[src/adc_config_status_regs.vh]
// Behaviour
// - writing bit 7 starts soft reset, self-clears
// - bit 0 mirrors soft reset, also starts it
// - bit 4 enables serial output (serial_out_enable)
// - bit 3 reads back serial output enable
// - bit 2 reads back address direction bit
// - configuration register resets to 0x18
`ifndef ADC_CONFIG_STATUS_REGS_VH
`define ADC_CONFIG_STATUS_REGS_VH
`define ADDR_IF_SETUP 7'h00
`define ADDR_CH2_OFS_MID 7'h37
`define ADDR_CH2_OFS_TOP 7'h38
`define ADDR_CH3_GAIN_LO 7'h39
`define ADDR_CHAN3_GAIN_MIDDLE_BYTE 7'h3A
`define ADDR_CH3_GAIN_TOP 7'h3B
`define ADDR_CH3_OFS_LO 7'h3C
`define ADDR_CH3_OFS_MID 7'h3D
`define ADDR_CH3_OFS_TOP 7'h3E
`define ADDR_MCLK_TALLY 7'h3F
`define ADDR_OVF_FLAGS 7'h40
`define ADDR_SETTLED_FLAGS 7'h41
`define ADDR_INT_FAULT 7'h42
`define ADDR_SPI_FAULT 7'h47
`define ADDR_OVERRANGE 7'h48
`define BIT_SOFT_RESET 7
`define BIT_ADDR_ASCEND 5
`define BIT_OUT_ENABLE 4
`define BIT_OUT_ENABLE_COPY 3
`define BIT_ASCEND_COPY 2
`define BIT_SOFT_RESET_COPY 0
`define IF_SETUP_RESET 8'h18
`define GAIN_TOP_MASK 8'h1F
`define FLAG_MASK 8'h0F
`define SOFT_RESET_CYCLES 4'h4
`endif

[src/adc_config_status_regs.v]
`timescale 1ns/1ps
`default_nettype none
`include "adc_config_status_regs.vh"
module adc_config_status_regs #(
	parameter RST_CYCLES = `SOFT_RESET_CYCLES
) (
	// clock and reset
	input wire clk,
	input wire rst_b,
	// register access
	input wire wr_en,
	input wire rd_en,
	input wire [6:0] addr,
	input wire [7:0] wdata,
	output reg [7:0] rdata,
	output reg rvalid,
	// streaming address step
	input wire step_req,
	output reg [6:0] next_stream_addr,
	// serial output control and soft reset status
	output reg serial_out_enable,
	output reg address_ascend,
	output reg soft_reset_busy,
	// status inputs
	input wire mclk_tick,
	input wire [3:0] ovf_in,
	input wire [3:0] settled_in,
	input wire [3:0] int_fault_in,
	input wire [3:0] spi_fault_in,
	input wire [3:0] overrange_in,
	// calibration outputs
	output reg [7:0] ch2_ofs_mid,
	output reg [7:0] ch2_ofs_top,
	output reg [7:0] ch3_gain_lo,
	output reg [7:0] chan3_gain_middle_byte,
	output reg [7:0] ch3_gain_top,
	output reg [7:0] ch3_ofs_lo,
	output reg [7:0] ch3_ofs_mid,
	output reg [7:0] ch3_ofs_top
);
	reg [3:0] rst_cnt;
	reg [7:0] mclk_tally;
	reg [3:0] ovf_flags;
	reg [3:0] settled_flags;
	reg [3:0] int_fault;
	reg [3:0] spi_fault;
	reg [3:0] overrange;
	reg [7:0] next_rdata;
	wire setup_wr;
	wire start_soft;
	wire [3:0] acc_slot;
	reg [1:0] sr_state;

	localparam [7:0] SETUP_RST = `IF_SETUP_RESET;
	localparam [1:0] SR_IDLE = 2'b01;
	localparam [1:0] SR_RUN = 2'b10;

	// register slots picked by the address decoder
	localparam [3:0] SLOT_SETUP = 4'h0;
	localparam [3:0] SLOT_C2_OFS_MID = 4'h1;
	localparam [3:0] SLOT_C2_OFS_TOP = 4'h2;
	localparam [3:0] SLOT_C3_GAIN_LO = 4'h3;
	localparam [3:0] SLOT_C3_GAIN_MID = 4'h4;
	localparam [3:0] SLOT_C3_GAIN_TOP = 4'h5;
	localparam [3:0] SLOT_C3_OFS_LO = 4'h6;
	localparam [3:0] SLOT_C3_OFS_MID = 4'h7;
	localparam [3:0] SLOT_C3_OFS_TOP = 4'h8;
	localparam [3:0] SLOT_TALLY = 4'h9;
	localparam [3:0] SLOT_OVF = 4'hA;
	localparam [3:0] SLOT_SETTLED = 4'hB;
	localparam [3:0] SLOT_INT_FAULT = 4'hC;
	localparam [3:0] SLOT_SPI_FAULT = 4'hD;
	localparam [3:0] SLOT_OVERRANGE = 4'hE;
	localparam [3:0] SLOT_NONE = 4'hF;

	// address decode shared by write and read paths
	function [3:0] reg_slot;
		input [6:0] a;
		begin
			if (a == `ADDR_IF_SETUP)
				reg_slot = SLOT_SETUP;
			else if (a == `ADDR_CH2_OFS_MID)
				reg_slot = SLOT_C2_OFS_MID;
			else if (a == `ADDR_CH2_OFS_TOP)
				reg_slot = SLOT_C2_OFS_TOP;
			else if (a == `ADDR_CH3_GAIN_LO)
				reg_slot = SLOT_C3_GAIN_LO;
			else if (a == `ADDR_CHAN3_GAIN_MIDDLE_BYTE)
				reg_slot = SLOT_C3_GAIN_MID;
			else if (a == `ADDR_CH3_GAIN_TOP)
				reg_slot = SLOT_C3_GAIN_TOP;
			else if (a == `ADDR_CH3_OFS_LO)
				reg_slot = SLOT_C3_OFS_LO;
			else if (a == `ADDR_CH3_OFS_MID)
				reg_slot = SLOT_C3_OFS_MID;
			else if (a == `ADDR_CH3_OFS_TOP)
				reg_slot = SLOT_C3_OFS_TOP;
			else if (a == `ADDR_MCLK_TALLY)
				reg_slot = SLOT_TALLY;
			else if (a == `ADDR_OVF_FLAGS)
				reg_slot = SLOT_OVF;
			else if (a == `ADDR_SETTLED_FLAGS)
				reg_slot = SLOT_SETTLED;
			else if (a == `ADDR_INT_FAULT)
				reg_slot = SLOT_INT_FAULT;
			else if (a == `ADDR_SPI_FAULT)
				reg_slot = SLOT_SPI_FAULT;
			else if (a == `ADDR_OVERRANGE)
				reg_slot = SLOT_OVERRANGE;
			else
				reg_slot = SLOT_NONE;
		end
	endfunction

	// read-only flag nibble, reserved bits zero
	function [7:0] flag_byte;
		input [3:0] f;
		begin
			flag_byte = {4'h0, f};
		end
	endfunction

	assign acc_slot = reg_slot(addr);
	assign setup_wr = wr_en && (acc_slot == SLOT_SETUP);
	assign start_soft = setup_wr && !soft_reset_busy &&
		(wdata[`BIT_SOFT_RESET] || wdata[`BIT_SOFT_RESET_COPY]);

	// soft reset sequencer
	always @(posedge clk or negedge rst_b) begin
		if (!rst_b) begin
			sr_state <= SR_IDLE;
			soft_reset_busy <= 1'b0;
			rst_cnt <= 4'h0;
		end else begin
			case (sr_state)
				SR_IDLE: begin
					if (start_soft) begin
						sr_state <= SR_RUN;
						soft_reset_busy <= 1'b1;
						rst_cnt <= RST_CYCLES[3:0];
					end
				end
				SR_RUN: begin
					rst_cnt <= rst_cnt - 4'h1;
					if (rst_cnt <= 4'h1) begin
						sr_state <= SR_IDLE;
						soft_reset_busy <= 1'b0;
					end
				end
				default: begin
					sr_state <= SR_IDLE;
					soft_reset_busy <= 1'b0;
				end
			endcase
		end
	end

	// configuration bits
	always @(posedge clk or negedge rst_b) begin
		if (!rst_b) begin
			serial_out_enable <= SETUP_RST[`BIT_OUT_ENABLE];
			address_ascend <= SETUP_RST[`BIT_ADDR_ASCEND];
		end else if (soft_reset_busy) begin
			serial_out_enable <= SETUP_RST[`BIT_OUT_ENABLE];
			address_ascend <= SETUP_RST[`BIT_ADDR_ASCEND];
		end else if (setup_wr && !start_soft) begin
			address_ascend <= wdata[`BIT_ADDR_ASCEND];
			serial_out_enable <= wdata[`BIT_OUT_ENABLE];
		end
	end

	// calibration bytes
	always @(posedge clk or negedge rst_b) begin
		if (!rst_b) begin
			ch2_ofs_mid <= 8'h00;
			ch2_ofs_top <= 8'h00;
			ch3_gain_lo <= 8'h00;
			chan3_gain_middle_byte <= 8'h00;
			ch3_gain_top <= 8'h00;
			ch3_ofs_lo <= 8'h00;
			ch3_ofs_mid <= 8'h00;
			ch3_ofs_top <= 8'h00;
		end else if (soft_reset_busy) begin
			ch2_ofs_mid <= 8'h00;
			ch2_ofs_top <= 8'h00;
			ch3_gain_lo <= 8'h00;
			chan3_gain_middle_byte <= 8'h00;
			ch3_gain_top <= 8'h00;
			ch3_ofs_lo <= 8'h00;
			ch3_ofs_mid <= 8'h00;
			ch3_ofs_top <= 8'h00;
		end else if (wr_en) begin
			if (acc_slot == SLOT_C2_OFS_MID)
				ch2_ofs_mid <= wdata;
			else if (acc_slot == SLOT_C2_OFS_TOP)
				ch2_ofs_top <= wdata;
			else if (acc_slot == SLOT_C3_GAIN_LO)
				ch3_gain_lo <= wdata;
			else if (acc_slot == SLOT_C3_GAIN_MID)
				chan3_gain_middle_byte <= wdata;
			else if (acc_slot == SLOT_C3_GAIN_TOP)
				ch3_gain_top <= wdata & `GAIN_TOP_MASK;
			else if (acc_slot == SLOT_C3_OFS_LO)
				ch3_ofs_lo <= wdata;
			else if (acc_slot == SLOT_C3_OFS_MID)
				ch3_ofs_mid <= wdata;
			else if (acc_slot == SLOT_C3_OFS_TOP)
				ch3_ofs_top <= wdata;
		end
	end

	// status capture, sticky flags except settled flags (follow settled_in), no bus write path
	always @(posedge clk or negedge rst_b) begin
		if (!rst_b) begin
			mclk_tally <= 8'h00;
			ovf_flags <= 4'h0;
			settled_flags <= 4'h0;
			int_fault <= 4'h0;
			spi_fault <= 4'h0;
			overrange <= 4'h0;
		end else if (soft_reset_busy) begin
			mclk_tally <= 8'h00;
			ovf_flags <= 4'h0;
			settled_flags <= 4'h0;
			int_fault <= 4'h0;
			spi_fault <= 4'h0;
			overrange <= 4'h0;
		end else begin
			if (mclk_tick)
				mclk_tally <= mclk_tally + 8'h01;
			ovf_flags <= ovf_flags | ovf_in;
			settled_flags <= settled_in;
			int_fault <= int_fault | int_fault_in;
			spi_fault <= spi_fault | spi_fault_in;
			overrange <= overrange | overrange_in;
		end
	end

	// read mux
	always @* begin
		next_rdata = 8'h00;
		if (acc_slot == SLOT_SETUP) begin
			next_rdata[`BIT_ADDR_ASCEND] = address_ascend;
			next_rdata[`BIT_OUT_ENABLE] = serial_out_enable;
			next_rdata[`BIT_OUT_ENABLE_COPY] = serial_out_enable;
			next_rdata[`BIT_ASCEND_COPY] = address_ascend;
			next_rdata[`BIT_SOFT_RESET] = soft_reset_busy;
			next_rdata[`BIT_SOFT_RESET_COPY] = soft_reset_busy;
		end else if (acc_slot == SLOT_C2_OFS_MID)
			next_rdata = ch2_ofs_mid;
		else if (acc_slot == SLOT_C2_OFS_TOP)
			next_rdata = ch2_ofs_top;
		else if (acc_slot == SLOT_C3_GAIN_LO)
			next_rdata = ch3_gain_lo;
		else if (acc_slot == SLOT_C3_GAIN_MID)
			next_rdata = chan3_gain_middle_byte;
		else if (acc_slot == SLOT_C3_GAIN_TOP)
			next_rdata = ch3_gain_top;
		else if (acc_slot == SLOT_C3_OFS_LO)
			next_rdata = ch3_ofs_lo;
		else if (acc_slot == SLOT_C3_OFS_MID)
			next_rdata = ch3_ofs_mid;
		else if (acc_slot == SLOT_C3_OFS_TOP)
			next_rdata = ch3_ofs_top;
		else if (acc_slot == SLOT_TALLY)
			next_rdata = mclk_tally;
		else if (acc_slot == SLOT_OVF)
			next_rdata = flag_byte(ovf_flags);
		else if (acc_slot == SLOT_SETTLED)
			next_rdata = flag_byte(settled_flags);
		else if (acc_slot == SLOT_INT_FAULT)
			next_rdata = flag_byte(int_fault);
		else if (acc_slot == SLOT_SPI_FAULT)
			next_rdata = flag_byte(spi_fault);
		else if (acc_slot == SLOT_OVERRANGE)
			next_rdata = flag_byte(overrange);
	end

	// read data and stream address
	always @(posedge clk or negedge rst_b) begin
		if (!rst_b) begin
			rdata <= 8'h00;
			rvalid <= 1'b0;
			next_stream_addr <= 7'h00;
		end else begin
			rvalid <= rd_en;
			if (rd_en)
				rdata <= next_rdata;
			if (step_req)
				next_stream_addr <= address_ascend ?
					addr + 7'h01 : addr - 7'h01;
		end
	end
endmodule // adc_config_status_regs
`default_nettype wire

[config.mk]
export PLATFORM = sky130hd
export DESIGN_NAME = adc_config_status_regs
export DESIGN_NICKNAME = d
export VERILOG_FILES = /design/src/adc_config_status_regs.v
export VERILOG_INCLUDE_DIRS = /design/src
export SDC_FILE = /design/constraint.sdc
export NUM_CORES = 1
export LEC_CHECK = 0
export ABC_AREA = 1
export ABC_CLOCK_PERIOD_IN_PS = 5600
export BUFFER_PORTS_ARGS = -buffer_cell sky130_fd_sc_hd__buf_2
export CORE_ASPECT_RATIO = 1.4
export CORE_MARGIN = 2
export CORE_UTILIZATION = 50
export CTS_CLUSTER_SIZE = 40
export DETAILED_ROUTE_END_ITERATION = 8
export GPL_TIMING_DRIVEN = 0
export PLACE_DENSITY_LB_ADDON = 0.1
export SETUP_SLACK_MARGIN = 0.2
export SLEW_MARGIN = 20
export SYNTH_ARGS = -nofsm -noshare
export SYNTH_HDL_FRONTEND = slang
export SYNTH_SLANG_ARGS = --single-unit
export TNS_END_PERCENT = 50
[constraint.sdc]
create_clock -name clk -period 5.6 [get_ports clk]
set_clock_uncertainty 0.15 [all_clocks]
set_input_delay 1.12 -clock clk [delete_from_list [all_inputs] [get_ports clk]]
set_output_delay 1.12 -clock clk [all_outputs]
set_load 0.05 [all_outputs]
==> impl_metrics.env <==
export IMPL_clockBufferDepth=2
export IMPL_hold_depth=1
export IMPL_power_switching_mw=0.7728
export IMPL_min_period_ns=2.908
export IMPL_ios=124
export IMPL_clock_latency_ns=0.41
export IMPL_die_h_um=128.0
export IMPL_fin_nets=874
export IMPL_power_mw=2.459
export IMPL_cap_violations=0
export IMPL_vias=5151
export IMPL_hold_path_end="mclk_tally[6]$_DFFE_PN0P_"
export IMPL_dieWidth_um=92.59
export IMPL_worst_r2r_startpoint="address_ascend$_DFFE_PN0P_"
export IMPL_grt_overflow_total=0
export IMPL_antenna_cells=0
export IMPL_cts_buffers=17
export IMPL_route_detailed_wl_per_inst_um=16.05
export IMPL_h_tree_depth=4
export IMPL_antenna_found_initial=0
export IMPL_hold_path_class="reg -> reg"
export IMPL_fmax_mhz=343.9
export IMPL_fin_util=0.6410
export IMPL_drt_initial_drc_count=304
export IMPL_slowest_delay_ns=0.38
export IMPL_arrival_ns=3.06
export IMPL_finalSetupTns_ns=0
export IMPL_synthFlopType="dfrtp_1"
export IMPL_synth_edf_count=0
export IMPL_async_reset_ff_frac=1.000
export IMPL_internal_power_mw=1.686
export IMPL_drive_gt1_frac=0.2285
export IMPL_start_util=0.5109
export IMPL_required_ns=5.75
export IMPL_postCtsSetupBuffers=0
export IMPL_ir_drop_mv=0.2390
export IMPL_p_per_area_nw_per_um2=356.7
export IMPL_grt_pass1_vias=4970
export IMPL_cts_sinks=113
export IMPL_p_seq_frac=0.391
export IMPL_grtUsageTotal=0.2735
export IMPL_hold_violations=0
export IMPL_syn_avg_cell_area_um2=8.056
export IMPL_r2r_end="next_stream_addr[6]$_DFFE_PN0P_"
export IMPL_cp_slowest_cell="a21boi_0"
export IMPL_cp_startpoint="addr[1]"
export IMPL_cts_tree="yes"
export IMPL_area_delta_synth_final_pct=25.46
export IMPL_firstDrtPassIters=5
export IMPL_rsz0062_at_grt="no"
export IMPL_pwr_share_comb=0.183
export IMPL_rrSetupSlack_ns=3.39
export IMPL_gp_congestion=0.8603
export IMPL_yosysWarnings=0
export IMPL_critPathKind="in -> reg"
export IMPL_syn_inst=682
export IMPL_cts_resized=0
export IMPL_setup_viol=0
export IMPL_p_leak_nw=3.531
export IMPL_path_max_fanout=9
export IMPL_clk_pin_slew_ns=0.05
export IMPL_wl_mm=15.68
export IMPL_drc=0
export IMPL_ys_types=41
export IMPL_portBuffers=120
export IMPL_max_slew_margin=0.5471
export IMPL_status="complete, no violations"
export IMPL_r2r_cells=10
export IMPL_grt_pass1_wl_mm=24.71
export IMPL_dieArea_um2=11850
export IMPL_ant_nets=0
export IMPL_final_max_slew_viol_count=0
export IMPL_hold_start="mclk_tally[5]$_DFFE_PN0P_"
export IMPL_ys_ff_latch=113
export IMPL_period_share=0.5193
export IMPL_mappedNetlistArea_um2=5494
export IMPL_cts_root_buf="clkbuf_16"
export IMPL_swShare=0.3143
export IMPL_hpwl_mm=11.57
export IMPL_core_area_um2=10750
export IMPL_worst_setup_path_start_kind="input pin"
export IMPL_core_rowCount=45
export IMPL_seq_area_frac_synth=0.5151
export IMPL_vias_per_cell=5.272
export IMPL_crit_path_end_kind="register"
export IMPL_crit_chain="buf_2, buf_2, nor2_2, inv_2, nor3_4, inv_2, o22ai_1, a21boi_0, nand4_1, nand2_1, nand2_1"
export IMPL_grt_max_degree=78
export IMPL_worst_pin_slew_ns=0.6793
export IMPL_cts_hold_buffers_added=0
export IMPL_clkPwrFrac=0.427
[through the flow]
| stage | hold WS (ns) | instances | area (um^2) | setup slack, ns |
|---|---|---|---|---|
| detailed placement | 0.2994 | 946 | 6312 | 2.417 |
| global placement | 0.2819 | 945 | 6279 | 1.940 |
| global route | 0.3446 | 977 | 6893 | 2.661 |
| CTS | 0.3175 | 977 | 6893 | 2.784 |
| floorplan | 0.2733 | 684 | 5502 | 2.991 |
| finish | 0.3168 | 977 | 6893 | 2.692 |
[critical path, delay by kind of cell]
family | cells | cell delay, ns
buffers and inverters | 4 | 0.51
AND/OR/NAND/NOR | 5 | 0.83
AO/OA/AOI/OAI | 2 | 0.59
[synthesized netlist by cell type (5+ instances only)]
cell / instances / share of area
nand3_1: 19 / 0.017
inv_2: 10 / 0.0068
ha_1: 8 / 0.018
nand2_1: 198 / 0.14
xor2_1: 6 / 0.0096
a21oi_1: 17 / 0.015
nor2_1: 95 / 0.065
o21ai_0: 66 / 0.060
o22ai_1: 5 / 0.0057
dfrtp_1: 111 / 0.51
nand4_1: 11 / 0.013
o21ai_1: 24 / 0.022
clkbuf_1: 11 / 0.0075
inv_1: 48 / 0.033
[cells by family after synthesis]
kind of cell | share of synthesized area
and+or+nand+nor | 0.2678
AOI/OAI and AO/OA | 0.1223
DFF | 0.5151
buffers and inverters | 0.05898
adders and majority gates | 0.02186
xor gates and xnor gates | 0.009565
muxes | 0.003644
other | 0.0006826
[state kept, by name (all words and copies together) (netlist names), 5 cells and up]
| register | count |
|---|---|
| ch3_ofs_lo | 8 |
| mclk_tally | 8 |
| ch3_ofs_mid | 8 |
| rdata | 8 |
| ch3_gain_lo | 8 |
| ch3_ofs_top | 8 |
| ch3_gain_top | 5 |
| ch2_ofs_top | 8 |
| next_stream_addr | 7 |
| chan3_gain_middle_byte | 8 |
| ch2_ofs_mid | 8 |
[layout make-up]
| class | instances | area [um^2] |
|---|---|---|
| Timing Repair Buffer | 121 | 634.4 |
| Tap cell | 141 | 176.4 |
| Buffer | 20 | 102.6 |
| Clock buffer | 21 | 470.5 |
| Clock inverter | 10 | 110.1 |
| Sequential cell | 113 | 2830 |
| Multi-Input combinational cell | 492 | 2347 |
| Inverter | 59 | 221.5 |
| Fill cell | 953 | 3861 |
[worst max path at each step]
| stage | to | slack (ns) | cells after the start |
|---|---|---|---|
| 2_1_floorplan | rdata[3]$_DFFE_PN0P_ | 2.99 | 11 |
| 3_3_place_gp | ch3_gain_lo[2]$_DFFE_PN0P_ | 1.94 | 1 |
| 3_5_place_dp | rdata[5]$_DFFE_PN0P_ | 2.42 | 11 |
| 4_1_cts | rdata[5]$_DFFE_PN0P_ | 2.78 | 11 |
| 5_1_grt | rdata[5]$_DFFE_PN0P_ | 2.66 | 11 |
| 6_report | rdata[5]$_DFFE_PN0P_ | 2.69 | 11 |
[power by group through the flow]
stage	combinational (mW)	clock (mW)	sequential, mW
floorplan	0.132	0	1.14
global placement	0.438	0	0.968
detailed placement	0.448	0	0.971
CTS	0.451	1.06	0.958
global route	0.487	1.10	0.968
finish	0.449	1.05	0.960
[metal layers]
metal,share of wire,global-route usage
met1,0.41,0.3455
met2,0.50,0.4560
met3,0.063,0.06290
met4,0.022,0.1080
met5,0,0
[cells in the final DEF, fill, tap and decap left out, types with 6 or more instances in the layout]
cell type  Yosys  final
o21ai_1       24     24
nand3_1       19     19
ha_1           8      8
clkbuf_1      11     12
nor2_1        95     95
a21oi_1       17     17
dfrtp_1      111    111
o21ai_0       66     66
xor2_1         6      6
inv_2         10     10
buf_2          4    123
nand4_1       11     11
clkbuf_16      0     17
nand2_1      198    198
inv_1         48     48
Power figures use the tool's default switching activity.
